File: src/otam_defines.svh
`ifndef OTAM_DEFINES_SVH
`define OTAM_DEFINES_SVH

// command-byte offsets
`define OTAM_ADDR_SECOND_MASK 8'h0D
`define OTAM_ADDR_THIRD_MASK 8'h0E
`define OTAM_ADDR_LOCAL_LIMIT 8'h40

// power-on values
`define OTAM_RST_SECOND_MASK 5'h00
`define OTAM_RST_THIRD_MASK 5'h07
`define OTAM_RST_LOCAL_LIMIT 7'h55
`define OTAM_RST_RDATA 8'h00
`define OTAM_RST_STATUS 5'h00
`define OTAM_ALERT_IDLE 1'b1

// field layout
`define OTAM_MASK_W 5
`define OTAM_LIMIT_W 7
`define OTAM_TEMP_W 8
`define OTAM_HYST_W 5

// channel positions inside a mask or status word
`define OTAM_CH_LOCAL 0
`define OTAM_CH_REMOTE_ONE 1
`define OTAM_CH_REMOTE_TWO 2
`define OTAM_CH_REMOTE_THREE 3
`define OTAM_CH_REMOTE_FOUR 4

`endif

File: src/otam_pkg.sv
`include "otam_defines.svh"

package otam_pkg;

  typedef logic [`OTAM_MASK_W-1:0] otam_mask_t;

  // one-bit-per-channel blocking word
  typedef struct packed {
    logic remote_four_block;
    logic remote_three_block;
    logic remote_two_secondary_block;
    logic remote_one_secondary_block;
    logic local_channel_block;
  } otam_mask_s;

  // register write/read request from the serial front end
  typedef struct packed {
    logic wr;
    logic rd;
    logic [7:0] addr;
    logic [7:0] wdata;
  } otam_req_s;

  typedef struct packed {
    otam_mask_s second_alert_mask;
    otam_mask_s third_alert_mask;
    logic [`OTAM_LIMIT_W-1:0] local_critical_limit;
    logic [7:0] rdata;
    logic rvalid;
    logic second_overtemp_alert_n;
    logic third_overtemp_alert_n;
    logic [`OTAM_MASK_W-1:0] status;
  } otam_state_s;

endpackage : otam_pkg

File: src/otam_alert_regs.sv
`timescale 1ns/10ps
`include "otam_defines.svh"

module otam_alert_regs (
  input wire logic clock_i,
  input wire logic srst_i,
  input wire otam_pkg::otam_req_s req_i,
  input wire logic [`OTAM_TEMP_W-1:0] local_temp_i,
  input wire logic [`OTAM_TEMP_W-1:0] remote_one_temp_i,
  input wire logic [`OTAM_TEMP_W-1:0] remote_two_temp_i,
  input wire logic [`OTAM_TEMP_W-1:0] remote_three_temp_i,
  input wire logic [`OTAM_TEMP_W-1:0] remote_four_temp_i,
  input wire logic [`OTAM_TEMP_W-1:0] remote_one_secondary_limit_i,
  input wire logic [`OTAM_TEMP_W-1:0] remote_two_secondary_limit_i,
  input wire logic [`OTAM_TEMP_W-1:0] remote_three_limit_i,
  input wire logic [`OTAM_TEMP_W-1:0] remote_four_limit_i,
  input wire logic [`OTAM_HYST_W-1:0] hysteresis_i,
  output logic [7:0] rdata_o,
  output logic rvalid_o,
  output logic [`OTAM_MASK_W-1:0] status_o,
  output logic second_overtemp_alert_n_o,
  output logic third_overtemp_alert_n_o
);

  otam_pkg::otam_state_s state;
  otam_pkg::otam_state_s next_state;

  // per-channel words, bit order {remote4, remote3, remote2, remote1, local}
  logic [`OTAM_MASK_W-1:0] chan_status;
  logic [`OTAM_MASK_W*`OTAM_TEMP_W-1:0] readings;
  logic [`OTAM_MASK_W*`OTAM_TEMP_W-1:0] limits;
  logic [`OTAM_TEMP_W-1:0] local_limit_word;

  // mask registers seen as plain bit vectors, and the events each pin lets through
  logic [`OTAM_MASK_W-1:0] second_mask_bits;
  logic [`OTAM_MASK_W-1:0] third_mask_bits;
  logic [`OTAM_MASK_W-1:0] second_events;
  logic [`OTAM_MASK_W-1:0] third_events;

  // register selection
  logic write_second;
  logic write_third;
  logic write_limit;
  logic [7:0] read_word;
  logic [`OTAM_MASK_W-1:0] wdata_mask;
  logic [`OTAM_LIMIT_W-1:0] wdata_limit;

  assign second_mask_bits = state.second_alert_mask;
  assign third_mask_bits = state.third_alert_mask;

  // the local limit is only seven bits wide; bit 7 is zero into the comparator
  assign local_limit_word = {1'b0, state.local_critical_limit};

  assign readings = {
    remote_four_temp_i,
    remote_three_temp_i,
    remote_two_temp_i,
    remote_one_temp_i,
    local_temp_i
  };

  assign limits = {
    remote_four_limit_i,
    remote_three_limit_i,
    remote_two_secondary_limit_i,
    remote_one_secondary_limit_i,
    local_limit_word
  };

  // reserved bits of a written byte are dropped here and read back as zero
  assign wdata_mask = req_i.wdata[`OTAM_MASK_W-1:0];
  assign wdata_limit = req_i.wdata[`OTAM_LIMIT_W-1:0];

  genvar ch;
  generate
    for (ch = 0; ch < `OTAM_MASK_W; ch++) begin : g_chan
      logic [`OTAM_TEMP_W-1:0] reading;
      logic [`OTAM_TEMP_W-1:0] limit;

      assign reading = readings[ch*`OTAM_TEMP_W +: `OTAM_TEMP_W];
      assign limit = limits[ch*`OTAM_TEMP_W +: `OTAM_TEMP_W];

      otam_channel_status u_status (
        .clock_i(clock_i),
        .srst_i(srst_i),
        .reading_i(reading),
        .limit_i(limit),
        .hyst_i(hysteresis_i),
        .status_o(chan_status[ch])
      );

      // a set mask bit keeps this channel out of the pin's OR
      assign second_events[ch] =
        chan_status[ch] & ~second_mask_bits[ch];
      assign third_events[ch] =
        chan_status[ch] & ~third_mask_bits[ch];
    end
  endgenerate

  // command-byte decode; an unmapped byte selects nothing and reads zero
  always_comb begin
    write_second = 1'b0;
    write_third = 1'b0;
    write_limit = 1'b0;
    read_word = 8'h00;
    if (req_i.addr == `OTAM_ADDR_SECOND_MASK) begin
      write_second = req_i.wr;
      read_word = {3'h0, second_mask_bits};
    end else if (req_i.addr == `OTAM_ADDR_THIRD_MASK) begin
      write_third = req_i.wr;
      read_word = {3'h0, third_mask_bits};
    end else if (req_i.addr == `OTAM_ADDR_LOCAL_LIMIT) begin
      write_limit = req_i.wr;
      read_word = local_limit_word;
    end
  end

  always_comb begin
    next_state = state;
    next_state.rvalid = 1'b0;
    next_state.status = chan_status;
    if (write_second) begin
      next_state.second_alert_mask = wdata_mask;
    end
    if (write_third) begin
      next_state.third_alert_mask = wdata_mask;
    end
    if (write_limit) begin
      next_state.local_critical_limit = wdata_limit;
    end
    // a read in the same cycle as a write returns the old value
    if (req_i.rd) begin
      next_state.rvalid = 1'b1;
      next_state.rdata = read_word;
    end
    next_state.second_overtemp_alert_n = ~|second_events;
    next_state.third_overtemp_alert_n = ~|third_events;
  end

  always_ff @(posedge clock_i) begin
    if (srst_i) begin
      state.second_alert_mask <= `OTAM_RST_SECOND_MASK;
      state.third_alert_mask <= `OTAM_RST_THIRD_MASK;
      state.local_critical_limit <= `OTAM_RST_LOCAL_LIMIT;
      state.rdata <= `OTAM_RST_RDATA;
      state.rvalid <= 1'b0;
      state.second_overtemp_alert_n <= `OTAM_ALERT_IDLE;
      state.third_overtemp_alert_n <= `OTAM_ALERT_IDLE;
      state.status <= `OTAM_RST_STATUS;
    end else begin
      state <= next_state;
    end
  end

  assign rdata_o = state.rdata;
  assign rvalid_o = state.rvalid;
  assign status_o = state.status;
  assign second_overtemp_alert_n_o = state.second_overtemp_alert_n;
  assign third_overtemp_alert_n_o = state.third_overtemp_alert_n;

endmodule : otam_alert_regs

File: src/otam_channel_status.sv
`timescale 1ns/10ps
`include "otam_defines.svh"

// one channel's limit status with hysteresis: sets at reading >= limit,
// clears only when reading < limit - hysteresis
module otam_channel_status (
  input wire logic clock_i,
  input wire logic srst_i,
  input wire logic [`OTAM_TEMP_W-1:0] reading_i,
  input wire logic [`OTAM_TEMP_W-1:0] limit_i,
  input wire logic [`OTAM_HYST_W-1:0] hyst_i,
  output logic status_o
);

  logic [`OTAM_TEMP_W:0] clear_level;
  logic next_status;

  always_comb begin
    // a limit below the hysteresis borrows into the top bit of clear_level, so status never clears there
    clear_level = {1'b0, limit_i} - {4'h0, hyst_i};
    next_status = status_o;
    if (reading_i >= limit_i) begin
      next_status = 1'b1;
    end else if (!clear_level[`OTAM_TEMP_W] &&
                 ({1'b0, reading_i} < clear_level)) begin
      next_status = 1'b0;
    end
  end

  always_ff @(posedge clock_i) begin
    if (srst_i) begin
      status_o <= 1'b0;
    end else begin
      status_o <= next_status;
    end
  end

endmodule : otam_channel_status

File: config.mk
export PLATFORM = sky130hd
export DESIGN_NAME = otam_alert_regs
export DESIGN_NICKNAME = d
export VERILOG_FILES = /design/src/otam_pkg.sv /design/src/otam_alert_regs.sv /design/src/otam_channel_status.sv
export VERILOG_INCLUDE_DIRS = /design/src
export SDC_FILE = /design/constraint.sdc
export NUM_CORES = 1
export LEC_CHECK = 0
export BUFFER_PORTS_ARGS = -buffer_cell sky130_fd_sc_hd__buf_2
export CAP_MARGIN = 40
export CORE_ASPECT_RATIO = 0.5
export CORE_MARGIN = 2
export CORE_UTILIZATION = 45
export DETAILED_ROUTE_END_ITERATION = 10
export PLACE_DENSITY = 0.78
export SYNTH_ARGS = -nofsm -noshare
export SYNTH_HDL_FRONTEND = slang
export SYNTH_SLANG_ARGS = --single-unit
File: constraint.sdc
create_clock -name clock_i -period 3.2 [get_ports clock_i]
set_clock_uncertainty 0.15 [all_clocks]
set_input_delay 0.16 -clock clock_i [delete_from_list [all_inputs] [get_ports clock_i]]
set_output_delay 0.16 -clock clock_i [all_outputs]
set_load 0.05 [all_outputs]
==> impl_metrics.tcl <==
set metrics [dict create \
    outcome "completed" \
    end_kind "flop" \
    ios 113 \
    grt_pass1_vias 3794 \
    antenna_found_initial 1 \
    p_leak_nw 2.67 \
    insertion_delay_ns 0.28 \
    synth_edf_count 0 \
    tightestPinTransition_ns 0.703 \
    initial_core_util_pct 45.8 \
    syn_to_final_growth_pct 20.1 \
    yosysSeqAreaShare_pct 17.3 \
    routedWlPerCell_um 13.4 \
    numCtsBuffers 5 \
    post-route-drc-count 0 \
    dieArea_um2 10400 \
    hold_viol 0 \
    powerDensity_nw_per_um2 343 \
    yosys_warnings 0 \
    max_freq_mhz 354 \
    fin_tns_setup_ns 0 \
    fillerInstances 890 \
    fin_cells 756 \
    grt_start_max_net_pins 38 \
    synth_area_leaders "ha_1, dfxtp_1, inv_1" \
    drt_iter0_markers 127 \
    finalMaxSlewViolations 0 \
    critPathMostFrequentCell "ha_1" \
    track_usage_pct 19.8 \
    drv_cap 0 \
    p_int_w 0.00121 \
    rows 25 \
    crit_arrival_ns 2.82 \
    path_clk_slew_ns 0.06 \
    synth-seq-cells 37 \
    synth_flop_cell "dfxtp_1" \
    clockRootBuffer "clkbuf_16" \
    rsz0062_at_grt "false" \
    die_x_um 142 \
    ys_types 42 \
    pwr-share-comb_pct 35.0 \
    hold_path.class "in -> reg" \
    period_needed_ns 2.83 \
    setup_viol 0 \
    switching_share_pct 31.5 \
    max_slew_margin_pct 53.2 \
    seqCellArea_um2 741 \
    critPathKind "reg -> reg" \
    netlist_area_um2 4290 \
    drive_gt1_share_pct 20.3 \
    synth_common_cells "ha_1, inv_1, a21oi_1, dfxtp_1, nand2_1" \
    ys_async_sr_fraction_pct 0 \
    tritoncts "done" \
    layout.nets 833 \
    crit_fanout 4 \
    clkSinkCount 37 \
    startpoint_type "flop" \
    firstDrtPassIters 4 \
    syn-num-nets 725 \
    cpMaxStageDelayCell "dfxtp_1" \
    globalRouteOverflowTotal 0 \
    p_clk_share_pct 37.0 \
    yosysMostFrequentCell "ha_1" \
    num_vias 3899 \
    ant_nets 0 \
    p_sw_w 0.000556 \
    numPortBuffers 110 \
    die_h_um 73.0 \
    cts_max_level 2 \
    seq_power_share_pct 27.9 \
    wirelength_um 10100 \
    critical_path_required_ns 3.19 \
    fin_crit_sh_pct 88.3 \
    core_um2 9350 \
    via_per_inst 5.16 \
    netlist.area_leader.share_pct 28.6 \
    multi_input_area_um2 3140 \
    max_stage_delay_ns 0.42 \
    dpl.hpwl_um 8600 \
    synth_top_area_cell "ha_1" \
    cts-resized-gates 0 \
    cp_cell_sequence "ha_1, o21a_1, o31a_1, o21ai_0, nand2b_1, xnor2_1, ha_1, a21o_1, a211o_1, a211oi_1, o22ai_1" \
    ir_drop_mv 0.180 \
    numPlacedInstances 741 \
    ctsLongestPathBuffers 2 \
    place_congestion 0.834 \
    avgSynthCellArea_um2 8.16 \
    synthCells 525 \
    grt_pass1_wl_um 16700 \
]
-- registers in the layout, summed over array words and instances, names as in the netlist --
register / cells
rdata_o: 7
rvalid_o: 1
g_chan.limit: 7
second_mask_bits: 5
third_overtemp_alert_n_o: 1
status_o: 5
g_chan.u_status.status_o: 5
second_overtemp_alert_n_o: 1
state: 5
-- kinds of logic after synthesis --
logic type / after synthesis / synth area share [%]
other: 1 / 0.0875
AO/OA/AOI/OAI: 135 / 20.7
flip-flops: 37 / 17.3
multiplexers: 7 / 1.63
buffers and inverters: 93 / 9.46
AND/OR/NAND/NOR: 125 / 15.0
adder cells (fa/ha/maj): 103 / 30.9
XOR/XNOR: 24 / 4.90
-- stage by stage --
stage / instance area, µm² / power (W) / setup WS, ns / util (%) / hold slack [ns]
6_report: 5150 / 0.00176 / 0.374 / 55.0 / 0.0145
3_3_place_gp: 4890 / 0.00109 / 0.176 / 52.3 / 0.235
3_5_place_dp: 4890 / 0.00111 / 0.101 / 52.3 / 0.233
4_1_cts: 5140 / 0.00177 / 0.385 / 55.0 / 0.00637
2_1_floorplan: 4290 / 0.000932 / 0.536 / - / 0.128
5_1_grt: 5140 / 0.00188 / 0.141 / 55.0 / 0.0116
-- layout by cell type (no fill, tap or decap), types with 2 or more instances in the layout --
cell	synthesis	routed
a211o_1	12	12
a211oi_1	11	11
a21boi_0	4	4
a21o_1	8	8
a21oi_1	39	39
a222oi_1	2	2
a22o_1	9	9
a311oi_1	5	5
a31o_2	2	2
buf_2	0	110
buf_4	13	4
bufinv_16	0	2
clkbuf_16	0	5
dfxtp_1	37	37
dlygate4sd3_1	0	6
fa_1	5	5
ha_1	98	98
inv_1	74	74
mux2i_1	7	7
nand2_1	34	34
nand2b_1	10	10
nand3_1	12	12
nand4_1	8	8
nor2_1	25	25
nor2b_1	20	20
nor3_1	5	5
o211ai_1	4	4
o21ai_0	30	30
o311ai_0	4	4
or3_1	5	5
xnor2_1	19	19
xor2_1	5	5
-- repair_timing --
action	in CTS	in global routing
hold endpoints to repair	6	0
setup endpoints to repair	0	0
hold buffers	6	0
setup buffers	0	0
-- path summary, 6_finish.rpt --
path                      startpoint                          end  slack, ns  cells after the start
hold reg to reg           rdata_o[6]                   rdata_o[6]       0.32                      2
setup reg to reg  g_chan[0].limit[2]  g_chan[0].u_status.status_o       0.37                     11
setup / recovery  g_chan[0].limit[2]  g_chan[0].u_status.status_o       0.37                     11
hold / removal              req_i[3]           g_chan[0].limit[3]       0.01                      3
-- area by class of cell --
cell class,count,share of cell area [%]
flip-flops and latches,37,14.4
repair buffers,120,12.4
clock inverters,3,1.34
diodes,1,0.0486
well taps,121,2.94
inverters,74,5.40
multi-input cells,395,61.0
clock buffers,5,2.43
-- critical path: cells and delay by family, from the launching register on --
family / cells / cell delay [ns]
adders and majority gates: 2 / 0.61
xor gates and xnor gates: 1 / 0.13
AOI/OAI and AO/OA: 7 / 1.27
and+or+nand+nor: 1 / 0.10
DFF: 1 / 0.42
-- metal layers --
layer / track usage, % / up-vias / part of all wire [%] / wire, µm
met2: 36.6 / 68 / 48 / 4860
met4: 4.11 / 2 / 0.74 / 75
met5: 0 / - / 0.11 / 11
met1: 24.7 / 1754 / 46 / 4680
li1: - / 2066 / - / -
met3: 3.22 / 9 / 4.9 / 493
-- power by group through the flow --
stage / logic, W / registers, W / clock network [W]
detailed placement: 0.000611 / 0.000504 / 0
floorplan: 0.000419 / 0.000513 / 0
global route: 0.000705 / 0.000496 / 0.000681
finish: 0.000618 / 0.000493 / 0.000653
global placement: 0.000588 / 0.000503 / 0
CTS: 0.000621 / 0.000493 / 0.000659
Note: power is estimated with default switching activity, not from simulation.
